==> config.mk <==
export PLATFORM = sky130hd
export DESIGN_NAME = imbc_top
export DESIGN_NICKNAME = d
export VERILOG_FILES = /design/src/verilog/imbc_sync.v /design/src/verilog/imbc_top.v
export VERILOG_INCLUDE_DIRS = /design/src /design/src/verilog
export SDC_FILE = /design/constraint.sdc
export NUM_CORES = 1
export LEC_CHECK = 0
export BUFFER_PORTS_ARGS = -buffer_cell sky130_fd_sc_hd__clkbuf_2
export CELL_PAD_IN_SITES_DETAIL_PLACEMENT = 1
export CELL_PAD_IN_SITES_GLOBAL_PLACEMENT = 1
export CORE_AREA = 5 5 115 117
export CTS_CLUSTER_SIZE = 24
export DETAILED_ROUTE_END_ITERATION = 10
export DIE_AREA = 0 0 120 122
export PLACE_DENSITY_LB_ADDON = 0.1
export SKIP_CTS_REPAIR_TIMING = 1
export SYNTH_ARGS = -nofsm -noshare
export SYNTH_HDL_FRONTEND = slang
export SYNTH_SLANG_ARGS = --single-unit
==> constraint.sdc <==
create_clock -name clk -period 1.88 [get_ports clk]
set_input_delay 0.094 -clock clk [delete_from_list [all_inputs] [get_ports clk]]
set_output_delay 0.094 -clock clk [all_outputs]
set_load 0.03 [all_outputs]
==> src/verilog/imbc_defs.vh <==
// Constants for the I2C special-mode bus control block
// Notes on behaviour
// - Master syncs generated clock to line level
// - Hold clock low from ninth-bit fall
// - Release data output on arbitration lost
// - Slave reinitialises channel on start detect
// - Forced clock low overrides everything
// - Data output disable releases data line
// - Data output delayed by selected amount
// - Delay is none or 2 to 8 bit-rate ticks
// - Start request generates start condition
// - Restart request generates repeated start
// - Stop request generates stop condition
// - Conditions output only when generator selected
// - Ack output drives ACK or NACK
// - Stop clock output after stop detected
// - Slave ninth-clock hold keeps clock low
// - Interrupt source and phase change timing
`ifndef IMBC_DEFS_VH
`define IMBC_DEFS_VH
`define IMBC_ADDR_CTL2     2'h0
`define IMBC_ADDR_CTL3     2'h1
`define IMBC_ADDR_CTL4     2'h2
`define IMBC_ADDR_COMMON   2'h3
`define IMBC_CTL2_RESET    8'h00
`define IMBC_CTL3_RESET    8'h00
`define IMBC_CTL4_RESET    8'h00
`define IMBC_COMMON_RESET  8'h00
`define IMBC_C2_ISRC       0
`define IMBC_C2_CSYNC      1
`define IMBC_C2_HOLD9      2
`define IMBC_C2_ALREL      3
`define IMBC_C2_STARST     4
`define IMBC_C2_FORCELO    5
`define IMBC_C2_SDADIS     6
`define IMBC_C3_CLOCK_PHASE_DELAY       1
`define IMBC_C3_DLY_LSB    5
`define IMBC_C4_START      0
`define IMBC_C4_RESTART    1
`define IMBC_C4_STOP       2
`define IMBC_C4_CONDSEL    3
`define IMBC_C4_ACKSEL     4
`define IMBC_C4_ACKEN      5
`define IMBC_C4_CLKSTOP    6
`define IMBC_C4_SHOLD9     7
`define IMBC_C4_WMASK      8'h07
`define IMBC_DLY_MIN       4'h2
`define IMBC_BRG_RESET     8'h03
`endif

==> src/verilog/imbc_sync.v <==
// Three-stage input synchroniser with agreement filter
`timescale 1ns/1ps
`default_nettype none
module imbc_sync (
   input  wire clk,
   input  wire rst,
   input  wire din,
   output reg  dout
);
   reg s1_reg;
   reg s2_reg;
   reg s3_reg;
   // Idle-high reset suits open-drain lines
   always @(posedge clk) begin
      if (rst) begin
         s1_reg <= 1'b1;
         s2_reg <= 1'b1;
         s3_reg <= 1'b1;
         dout   <= 1'b1;
      end else begin
         s1_reg <= din;
         s2_reg <= s1_reg;
         s3_reg <= s2_reg;
         if (s2_reg == s3_reg) begin
            dout <= s3_reg;
         end
      end
   end
endmodule
`default_nettype wire

==> src/verilog/imbc_top.v <==
// I2C special-mode bus control: registers, condition generator, clock and data drive
//
// Decided for this implementation: the address map and the strobed register port.
`timescale 1ns/1ps
`default_nettype none
`include "imbc_defs.vh"
module imbc_top #(
   parameter BRG_W = 8
) (
   input  wire             clk,
   input  wire             rst,
   input  wire [1:0]       reg_addr,
   input  wire [7:0]       reg_wdata,
   input  wire             reg_wr,
   input  wire             reg_rd,
   output reg  [7:0]       reg_rdata,
   input  wire             master_mode,
   input  wire [BRG_W-1:0] bit_rate_div,
   input  wire             tx_data_bit,
   input  wire             arb_lost,
   input  wire             scl_in,
   output wire             scl_out,
   output wire             scl_oe,
   input  wire             sda_in,
   output wire             sda_out,
   output wire             sda_oe,
   output reg              start_detect,
   output reg              stop_detect,
   output reg              channel_reinit,
   output reg              ninth_fall,
   output reg              ack_event,
   output reg              nack_event,
   output reg              xfer_event,
   output reg              rx_load,
   output reg              bus_busy,
   output reg  [7:0]       rx_data
);
   localparam ST_IDLE = 3'd0;
   localparam ST_S1   = 3'd1;
   localparam ST_S2   = 3'd2;
   localparam ST_P1   = 3'd3;
   localparam ST_P2   = 3'd4;
   localparam ST_R1   = 3'd5;

   reg [7:0] ctl2_reg;
   reg [7:0] ctl3_reg;
   reg [7:0] ctl4_reg;
   reg [7:0] common_reg;
   reg [2:0] st_reg;
   reg [BRG_W-1:0] brg_reg;
   reg       tick_reg;
   reg       scl_q_reg;
   reg       sda_q_reg;
   reg [3:0] bit_cnt_reg;
   reg       hold_reg;
   reg       clk_stopped_reg;
   reg       arb_rel_reg;
   reg       gen_scl_reg;
   reg       gen_sda_reg;
   reg       cond_scl_reg;
   reg       cond_sda_reg;
   reg [8:0] dly_pipe_reg;
   reg [8:0] shift_reg;
   wire      scl_s;
   wire      sda_s;

   // Both lines share one synchroniser depth so their edges stay aligned
   imbc_sync u_scl (
      .clk  (clk),
      .rst  (rst),
      .din  (scl_in),
      .dout (scl_s)
   );
   imbc_sync u_sda (
      .clk  (clk),
      .rst  (rst),
      .din  (sda_in),
      .dout (sda_s)
   );

   wire scl_rise = scl_s & ~scl_q_reg;
   wire scl_fall = ~scl_s & scl_q_reg;
   wire sda_rise = sda_s & ~sda_q_reg;
   wire sda_fall = ~sda_s & sda_q_reg;
   wire start_ev = sda_fall & scl_s;
   wire stop_ev  = sda_rise & scl_s;
   wire [2:0] dly_sel = ctl3_reg[`IMBC_C3_DLY_LSB+2:`IMBC_C3_DLY_LSB];
   wire isrc = ctl2_reg[`IMBC_C2_ISRC];
   wire clock_phase_delay = ctl3_reg[`IMBC_C3_CLOCK_PHASE_DELAY];

   // Register bus; request bits self-clear when the condition completes
   always @(posedge clk) begin
      if (rst) begin
         ctl2_reg   <= `IMBC_CTL2_RESET;
         ctl3_reg   <= `IMBC_CTL3_RESET;
         ctl4_reg   <= `IMBC_CTL4_RESET;
         common_reg <= `IMBC_COMMON_RESET;
         reg_rdata  <= 8'h00;
      end else begin
         reg_rdata <= 8'h00;
         if (reg_rd) begin
            case (reg_addr)
               `IMBC_ADDR_CTL2:   reg_rdata <= ctl2_reg;
               `IMBC_ADDR_CTL3:   reg_rdata <= ctl3_reg;
               `IMBC_ADDR_CTL4:   reg_rdata <= ctl4_reg;
               `IMBC_ADDR_COMMON: reg_rdata <= common_reg;
               default:           reg_rdata <= 8'h00;
            endcase
         end
         if (reg_wr && reg_addr == `IMBC_ADDR_CTL2) begin
            ctl2_reg <= {1'b0, reg_wdata[6:0]};
         end
         if (reg_wr && reg_addr == `IMBC_ADDR_CTL3) begin
            ctl3_reg <= reg_wdata;
         end
         if (reg_wr && reg_addr == `IMBC_ADDR_COMMON) begin
            common_reg <= {1'b0, reg_wdata[6:0]};
         end
         if (reg_wr && reg_addr == `IMBC_ADDR_CTL4) begin
            // Request bits are set-only from software
            ctl4_reg <= reg_wdata | (ctl4_reg & `IMBC_C4_WMASK);
         end
         if (st_reg == ST_S2 && tick_reg) begin
            ctl4_reg[`IMBC_C4_START]   <= 1'b0;
            ctl4_reg[`IMBC_C4_RESTART] <= 1'b0;
         end
         if (st_reg == ST_P2 && tick_reg) begin
            ctl4_reg[`IMBC_C4_STOP] <= 1'b0;
         end
      end
   end

   // Bit-rate count source tick; holds while line clock is stretched
   always @(posedge clk) begin
      if (rst) begin
         brg_reg  <= {BRG_W{1'b0}};
         tick_reg <= 1'b0;
      end else begin
         tick_reg <= 1'b0;
         if (ctl2_reg[`IMBC_C2_CSYNC] && master_mode && gen_scl_reg && !scl_s) begin
            brg_reg <= brg_reg;
         end else if (brg_reg >= bit_rate_div) begin
            brg_reg  <= {BRG_W{1'b0}};
            tick_reg <= 1'b1;
         end else begin
            brg_reg <= brg_reg + 1'b1;
         end
      end
   end

   // Condition generator
   always @(posedge clk) begin
      if (rst) begin
         st_reg       <= ST_IDLE;
         cond_scl_reg <= 1'b1;
         cond_sda_reg <= 1'b1;
      end else if (tick_reg) begin
         case (st_reg)
            ST_IDLE: begin
               if (ctl4_reg[`IMBC_C4_START] && master_mode) begin
                  st_reg       <= ST_S1;
                  cond_scl_reg <= 1'b1;
                  cond_sda_reg <= 1'b1;
               end else if (ctl4_reg[`IMBC_C4_RESTART] && master_mode) begin
                  st_reg       <= ST_R1;
                  cond_scl_reg <= 1'b0;
                  cond_sda_reg <= 1'b1;
               end else if (ctl4_reg[`IMBC_C4_STOP] && master_mode) begin
                  st_reg       <= ST_P1;
                  cond_scl_reg <= 1'b0;
                  cond_sda_reg <= 1'b0;
               end
            end
            ST_R1: begin
               cond_scl_reg <= 1'b1;
               st_reg       <= ST_S1;
            end
            ST_S1: begin
               cond_sda_reg <= 1'b0;
               st_reg       <= ST_S2;
            end
            ST_S2: begin
               cond_scl_reg <= 1'b0;
               st_reg       <= ST_IDLE;
            end
            ST_P1: begin
               cond_scl_reg <= 1'b1;
               st_reg       <= ST_P2;
            end
            ST_P2: begin
               cond_sda_reg <= 1'b1;
               st_reg       <= ST_IDLE;
            end
            default: st_reg <= ST_IDLE;
         endcase
      end
   end

   // Bus watch, bit count, holds and events
   always @(posedge clk) begin
      if (rst) begin
         scl_q_reg       <= 1'b1;
         sda_q_reg       <= 1'b1;
         bit_cnt_reg     <= 4'h0;
         hold_reg        <= 1'b0;
         clk_stopped_reg <= 1'b0;
         arb_rel_reg     <= 1'b0;
         start_detect    <= 1'b0;
         stop_detect     <= 1'b0;
         channel_reinit  <= 1'b0;
         ninth_fall      <= 1'b0;
         ack_event       <= 1'b0;
         nack_event      <= 1'b0;
         xfer_event      <= 1'b0;
         rx_load         <= 1'b0;
         bus_busy        <= 1'b0;
         shift_reg       <= 9'h000;
         rx_data         <= 8'h00;
      end else begin
         scl_q_reg      <= scl_s;
         sda_q_reg      <= sda_s;
         start_detect   <= start_ev;
         stop_detect    <= stop_ev;
         ninth_fall     <= scl_fall && bit_cnt_reg == 4'd9;
         channel_reinit <= 1'b0;
         ack_event      <= 1'b0;
         nack_event     <= 1'b0;
         xfer_event     <= 1'b0;
         rx_load        <= 1'b0;
         if (start_ev) begin
            bus_busy <= 1'b1;
         end else if (stop_ev) begin
            bus_busy <= 1'b0;
         end
         if (scl_rise) begin
            shift_reg <= {shift_reg[7:0], sda_s};
         end
         // source and phase select
         // The ninth rising edge is seen with the count at nine; the shift
         // register then still holds the eight data bits in its low byte
         if (!isrc && scl_rise && bit_cnt_reg == 4'd9) begin
            ack_event  <= ~sda_s;
            nack_event <= sda_s;
            rx_load    <= 1'b1;
            rx_data    <= shift_reg[7:0];
         end else if (isrc && !clock_phase_delay && scl_rise && bit_cnt_reg == 4'd9) begin
            xfer_event <= 1'b1;
         end else if (isrc && scl_fall && bit_cnt_reg == 4'd9) begin
            ack_event  <= ~shift_reg[0];
            xfer_event <= clock_phase_delay;
            rx_load    <= 1'b1;
            rx_data    <= shift_reg[8:1];
         end
         // Delayed phase loads early and again at the ninth fall
         if (isrc && clock_phase_delay && scl_rise && bit_cnt_reg == 4'd9) begin
            rx_load <= 1'b1;
            rx_data <= shift_reg[7:0];
         end
         // Count stands at nine from the eighth fall to the ninth fall,
         // which is the window in which the acknowledge bit is driven
         if (start_ev) begin
            bit_cnt_reg <= 4'h0;
         end else if (scl_fall && bit_cnt_reg == 4'd9) begin
            bit_cnt_reg <= 4'h1;
         end else if (scl_rise && bit_cnt_reg == 4'd0) begin
            bit_cnt_reg <= 4'h1;
         end else if (scl_fall && bit_cnt_reg != 4'd0) begin
            bit_cnt_reg <= bit_cnt_reg + 4'h1;
         end
         if (scl_fall && bit_cnt_reg == 4'd9 &&
             (ctl2_reg[`IMBC_C2_HOLD9] ||
              (ctl4_reg[`IMBC_C4_SHOLD9] && !master_mode))) begin
            hold_reg <= 1'b1;
         end else if (!ctl2_reg[`IMBC_C2_HOLD9] &&
                      !(ctl4_reg[`IMBC_C4_SHOLD9] && !master_mode)) begin
            hold_reg <= 1'b0;
         end
         if (stop_ev && master_mode && ctl4_reg[`IMBC_C4_CLKSTOP]) begin
            clk_stopped_reg <= 1'b1;
         end else if (start_ev || !ctl4_reg[`IMBC_C4_CLKSTOP]) begin
            clk_stopped_reg <= 1'b0;
         end
         if (arb_lost && master_mode && ctl2_reg[`IMBC_C2_ALREL]) begin
            arb_rel_reg <= 1'b1;
         end else if (start_ev || !ctl2_reg[`IMBC_C2_ALREL]) begin
            arb_rel_reg <= 1'b0;
         end
         if (start_ev && !master_mode && ctl2_reg[`IMBC_C2_STARST]) begin
            channel_reinit <= 1'b1;
            bit_cnt_reg    <= 4'h0;
            shift_reg      <= 9'h000;
         end
      end
   end

   // Data source selection and delay line
   always @(posedge clk) begin
      if (rst) begin
         gen_scl_reg  <= 1'b1;
         gen_sda_reg  <= 1'b1;
         dly_pipe_reg <= 9'h1ff;
      end else begin
         if (ctl4_reg[`IMBC_C4_CONDSEL] && master_mode) begin
            gen_scl_reg <= cond_scl_reg;
            gen_sda_reg <= cond_sda_reg;
         // ack drive
         // Only during the ninth bit; driving it all frame would mask the
         // master's start and data bits on the shared line
         end else if (ctl4_reg[`IMBC_C4_ACKEN] && bit_cnt_reg == 4'd9) begin
            gen_scl_reg <= master_mode ? scl_s : 1'b1;
            gen_sda_reg <= ctl4_reg[`IMBC_C4_ACKSEL];
         end else begin
            gen_scl_reg <= master_mode ? scl_s : 1'b1;
            gen_sda_reg <= tx_data_bit;
         end
         if (tick_reg) begin
            dly_pipe_reg <= {dly_pipe_reg[7:0], gen_sda_reg};
         end
      end
   end

   // none, or 2 to 8 ticks
   // Pipe tap n gives n+1 ticks of delay; the shortest setting is two
   // ticks because the first stage already adds one
   wire sda_dly = (dly_sel == 3'd0) ? gen_sda_reg :
                  dly_pipe_reg[{1'b0, dly_sel} + `IMBC_DLY_MIN - 4'h2];
   wire scl_low = ctl2_reg[`IMBC_C2_FORCELO] | hold_reg |
                  (~clk_stopped_reg & ~gen_scl_reg);
   // Open drain: the pins only ever pull low, the enables carry the level
   // forced low wins
   assign scl_out = 1'b0;
   assign scl_oe  = scl_low;
   assign sda_out = 1'b0;
   assign sda_oe  = ~ctl2_reg[`IMBC_C2_SDADIS] & ~arb_rel_reg & ~sda_dly;
endmodule
`default_nettype wire

* Word-level counts from Yosys, hierarchy flattened
Index checks and enable logic that the tools add are counted.
** Storage, ports and cells
- Flip-flop bits (word level) :: 106
- Latch bits :: 0
- Bits in writable memories :: 0
- Memory bits (read-only) :: 0
- Bits of input ports :: 27
- Output and inout port bits :: 29
- Logic and storage cells :: 204
- Memories :: 0
** Cells by class
- $add $sub $neg :: 4
- Multiply operators :: 0
- Div/mod/pow operators :: 0
- Magnitude comparators :: 2
- Eq/ne operators :: 13
- Shift-type cells :: 0
- Mux-type cells :: 46
- Bitwise gates (word level) :: 24
- Reductions and logical operators :: 74
** Operators with widths (number)
- $mux 8 :: 5
- $logic_and 1x1->1 :: 36
- $mux 1 :: 33
- $pmux 8 s4 :: 1
- $reduce_or 2->1 :: 8
- $not 1->1 :: 12
- $pmux 3 s4 :: 1
- $reduce_bool 3->1 :: 4
- $and 1x1->1 :: 9
- $mux 3 :: 3
- $add 8x1->8 const B :: 1
- $ge 8x8->1 :: 1
- $logic_not 1->1 :: 8
- $or 8x3->8 :: 1
- $reduce_bool 2->1 :: 4
- $eq 3x2->1 const B :: 2
- $eq 3x3->1 const B :: 2
- $logic_not 3->1 :: 2
- $pmux 1 s3 :: 2
- $reduce_and 3->1 :: 2
- $lt 4x5->1 const B :: 1
- $reduce_or 5->1 :: 1
- $add 3x2->4 const B :: 1
- $add 4x1->4 const B :: 1
- 16 further kinds :: 22

* Depth between registers and ports, before layout
- Depth after elaboration :: 8
- Gate-level depth with buffers :: 6
- Gate-level depth less buffers :: 6

* Modules after synthesis
From an unflattened synthesis, not the netlist that was laid out.
** Second synthesis, totals
- Cells, all modules :: 473
- Area, all modules :: 4598.2 sq um
** Modules (own cells, without submodules)
- imbc_top :: instances 1, cells an instance 453, area each 4367.9 sq um, sequential area each 1941.9 sq um
- imbc_sync :: instances 2, cells an instance 10, area each 115.1 sq um, sequential area each 80.1 sq um

* Worst setup path after synthesis
No wires, ideal clock.
- Kind :: register -> output
- Start point :: register ctl3_reg[5]
- End point :: output sda_oe
- Arrival :: 2.575 ns
- Required time :: 1.786 ns
- Slack :: -0.789 ns
- Cell stages (with the launch flop) :: 4
- Path buffers :: 0
- Cells stage by stage :: dfxtp_1 mux4_2 nor2b_1 a2111oi_0
** On the way
- Word-level cells in the longest chain between the ends :: 7
- Elaborated cells between the ends (all ways) :: 8
- Classes of those cells :: add/sub: 2; mux: 3; bitwise: 2; reduce/logical: 1
** RTL lines
- from (decl) :: line imbc_top.v:46 : reg [7:0] ctl3_reg;
- from (signal assigned) :: line imbc_top.v:95 : ctl3_reg <= `IMBC_CTL3_RESET;
- from (signal assigned) :: line imbc_top.v:114 : ctl3_reg <= reg_wdata;
- $add 3x2->4 (no source line)
- $sub 4x2->4 :: line imbc_top.v:326 : dly_pipe_reg[{1'b0, dly_sel} + `IMBC_DLY_MIN - 4'h2];
- $bmux 1 s4 :: line imbc_top.v:326
- $mux 1 :: line imbc_top.v:326
- $mux 1 (*) :: line imbc_top.v:325 : wire sda_dly = (dly_sel == 3'd0) ? gen_sda_reg :
- $not 1->1 (*) :: line imbc_top.v:334 : assign sda_oe = ~ctl2_reg[`IMBC_C2_SDADIS] & ~arb_rel_reg & ~sda_dly;
- $and 1x1->1 (*) :: line imbc_top.v:334
- to (decl) :: line imbc_top.v:26 : output wire sda_oe,
Mark *: on every way between the ends. The rest lies on a longest branch, timed or not. The select of a mux whose other input is x is not followed.

* Worst setup path after layout
Same ends and word-level chain as after synthesis.

==> results.cfg <==
[finish]
largest_reg_flops = 9
final_core_util_pct = 44.4
final_nets = 571
antennaDiodeCount = 0
final_area_mm2 = 0.00544
area_growth_syn_to_layout_pct = 18.6
drive_above_1_share_pct = 23.3
instances_no_fill = 687
fillers = 1387

[clocking]
cts-root-buf = clkbuf_16
clk_latency_ns = 0.35
cts_tree = built
cts_sinks = 105
numCtsBuffers = 9
clock_path_buffers = 2
path_clk_slew_ns = 0.07
htreeDepth = 3

[synth]
ys_types = 58
syn_area_mm2 = 0.00459
yosys.area.top_type_share_pct = 45.8
ys_ff_latch = 105
yosysMostFrequentCell = dfxtp_1
synth_area_leaders = dfxtp_1 (46%), mux2i_1 (6.1%), a21oi_1 (4.5%), mux4_2 (4.4%), ha_1 (3.3%)
synth_top_area_cell = dfxtp_1
synth_flop_cell = dfxtp_1
synth_seq_area_share_pct = 45.8
synth_area_per_cell_um2 = 9.68
synth-edff-count = 0
synthArstFlopShare_pct = 0
yosysWarnings = 0
synth_commonest_cells = dfxtp_1 (105), a21oi_1 (41), nand2_1 (40), nor2_1 (40), mux2i_1 (28)
syn-instance-count = 474

[worst_setup_path]
endpoint = sda_oe
arrival_ns = 1.80
cp-end-kind = primary output
path_class = flip-flop to primary output
crit_path_start_kind = flip-flop
r2r-end = brg_reg[6]
startpoint = ctl3_reg[5]
r2r_slack_ns = 0.11
worst-r2r-cell-count = 5
worstReg2RegStart = brg_reg[2]
worstPathMaxFanout = 4
crit_required_ns = 1.79

[timing]
fin_crit_ns = 1.89
fmax_mhz = 528
hold_viol = 0
slew_violations = 0
rsz0062_at_grt = yes
slew_headroom_pct = 53.5
worst_slew_pin_slew_ns = 0.695
setup_ws_ns = -0.0144
finalSetupViolations = 1
fin_crit_sh_pct = 101
finalClockSkew_ns = 0.00445

[pwr]
internal_power_mw = 3.46
peakVddDrop_mv = 0.440
combPwrFrac_pct = 6.6
p_per_area_mw_per_mm2 = 822
clkPwrFrac_pct = 42.1
p_sw_mw = 1.02
power_frac_seq_pct = 51.3
swShare_pct = 22.8
p_leak_nw = 2.15

[routing]
drt-initial-drc-count = 185
avgViaCountPerCell = 5.31
routed_wl_um = 12000
wl_per_cell_um = 17.4
postRouteAntennaNets = 0
vias = 3648
drc = 0
drt_first_pass_iters = 4

[floorplan]
rows = 41
die-area_mm2 = 0.0146
die_w_um = 120
ios = 56
start_util_pct = 37.4
core-area_mm2 = 0.0123
die_height_um = 122

[global_route]
grt_antenna_before_repair = 0
grt-ovfl-total = 0
grt_pass1_vias = 3720
grt_pass1_wl_um = 19500
grt_max_degree = 45
grtUsageTotal_pct = 17.0

[placement]
gp_congestion = 0.770
dp_cells = 668
io_buffers = 53
dpl-instance-area_mm2 = 0.00510
place.detailed.hpwl_um = 8710

[worst_hold_path]
hp-class = input port to flip-flop

[status]
status = complete, but fails checks
violations = setup timing

[run]
cap_violations = 0
-- layout make-up --
class                   count  area (um^2)  share of cell area [%]
inverters                  13         48.8                   0.897
clock buffers              13          250                    4.60
flip-flops and latches    105         2110                    38.7
well taps                 150          188                    3.45
repair buffers             76          460                    8.46
clock inverters             3         40.0                   0.736
multi-input cells         327         2350                    43.2
-- routing by layer --
layer / vias up / routed length (um) / GRT usage [%]
met5: - / 0 / 0
met4: 0 / 121 / 4.08
met3: 8 / 459 / 4.27
met2: 62 / 5820 / 28.7
met1: 1790 / 5560 / 21.8
li1: 1788 / - / -
-- worst max-delay path: stages, from the launching register on --
cell       delay (ns)
dfxtp_4          0.37
mux4_2           0.52
a2111oi_4        0.35
buf_4            0.21
-- power groups by stage --
| stage | Combinational [mW] | Sequential, mW | Clock, mW |
|---|---|---|---|
| 3_5_place_dp | 0.294 | 2.35 | 0 |
| 4_1_cts | 0.296 | 2.30 | 1.94 |
| 6_report | 0.297 | 2.30 | 1.88 |
| 2_1_floorplan | 0.187 | 2.34 | 0 |
| 5_1_grt | 0.329 | 2.30 | 2.04 |
| 3_3_place_gp | 0.287 | 2.35 | 0 |
-- layout by cell type, fill, tap and decap left out, types with 9 or more instances in the layout --
cell	instances
nor2_1	40
or2_2	9
clkbuf_16	9
inv_1	13
nor2b_1	20
dfxtp_1	104
buf_4	20
ha_1	12
mux2i_1	28
clkbuf_2	52
nand2_1	40
nand3_1	11
a21oi_1	41
mux4_2	9
-- how the worst min path moves through the flow --
| stage | start | endpoint | slack (ns) | cells after the start |
|---|---|---|---|---|
| finish | reg_wdata[4] | common_reg[4] | 0.04 | 3 |
| global route | reg_wdata[4] | ctl3_reg[4] | 0.03 | 3 |
| CTS | scl_in | u_scl.s1_reg | -0.08 | 2 |
| detailed placement | scl_in | u_scl.s1_reg | 0.29 | 2 |
| global placement | sda_in | u_sda.s1_reg | 0.28 | 2 |
| floorplan | scl_in | u_scl.s1_reg | 0.20 | 1 |
-- through the flow --
| stage | setup slack, ns | setup TNS (ns) | total power [mW] | hold slack (ns) |
|---|---|---|---|---|
| after floorplan | 0.203 | 0 | 2.53 | 0.198 |
| after global placement | 0.146 | 0 | 2.63 | 0.279 |
| after detailed placement | 0.105 | 0 | 2.64 | 0.291 |
| after CTS | -0.274 | -0.274 | 4.54 | -0.0804 |
| after global routing | -0.0954 | -0.0954 | 4.67 | 0.0348 |
| final | -0.0144 | -0.0144 | 4.48 | 0.0373 |
-- logic make-up after synthesis --
logic type	synth area share, %
muxes	10.8
buffers and inverters	3.87
other	0.0817
xor gates and xnor gates	1.91
adders and majority gates	3.27
and+or+nand+nor	20.0
AOI/OAI and AO/OA	14.2
DFF	45.8
No activity file was read; power rests on OpenSTA's default activity.
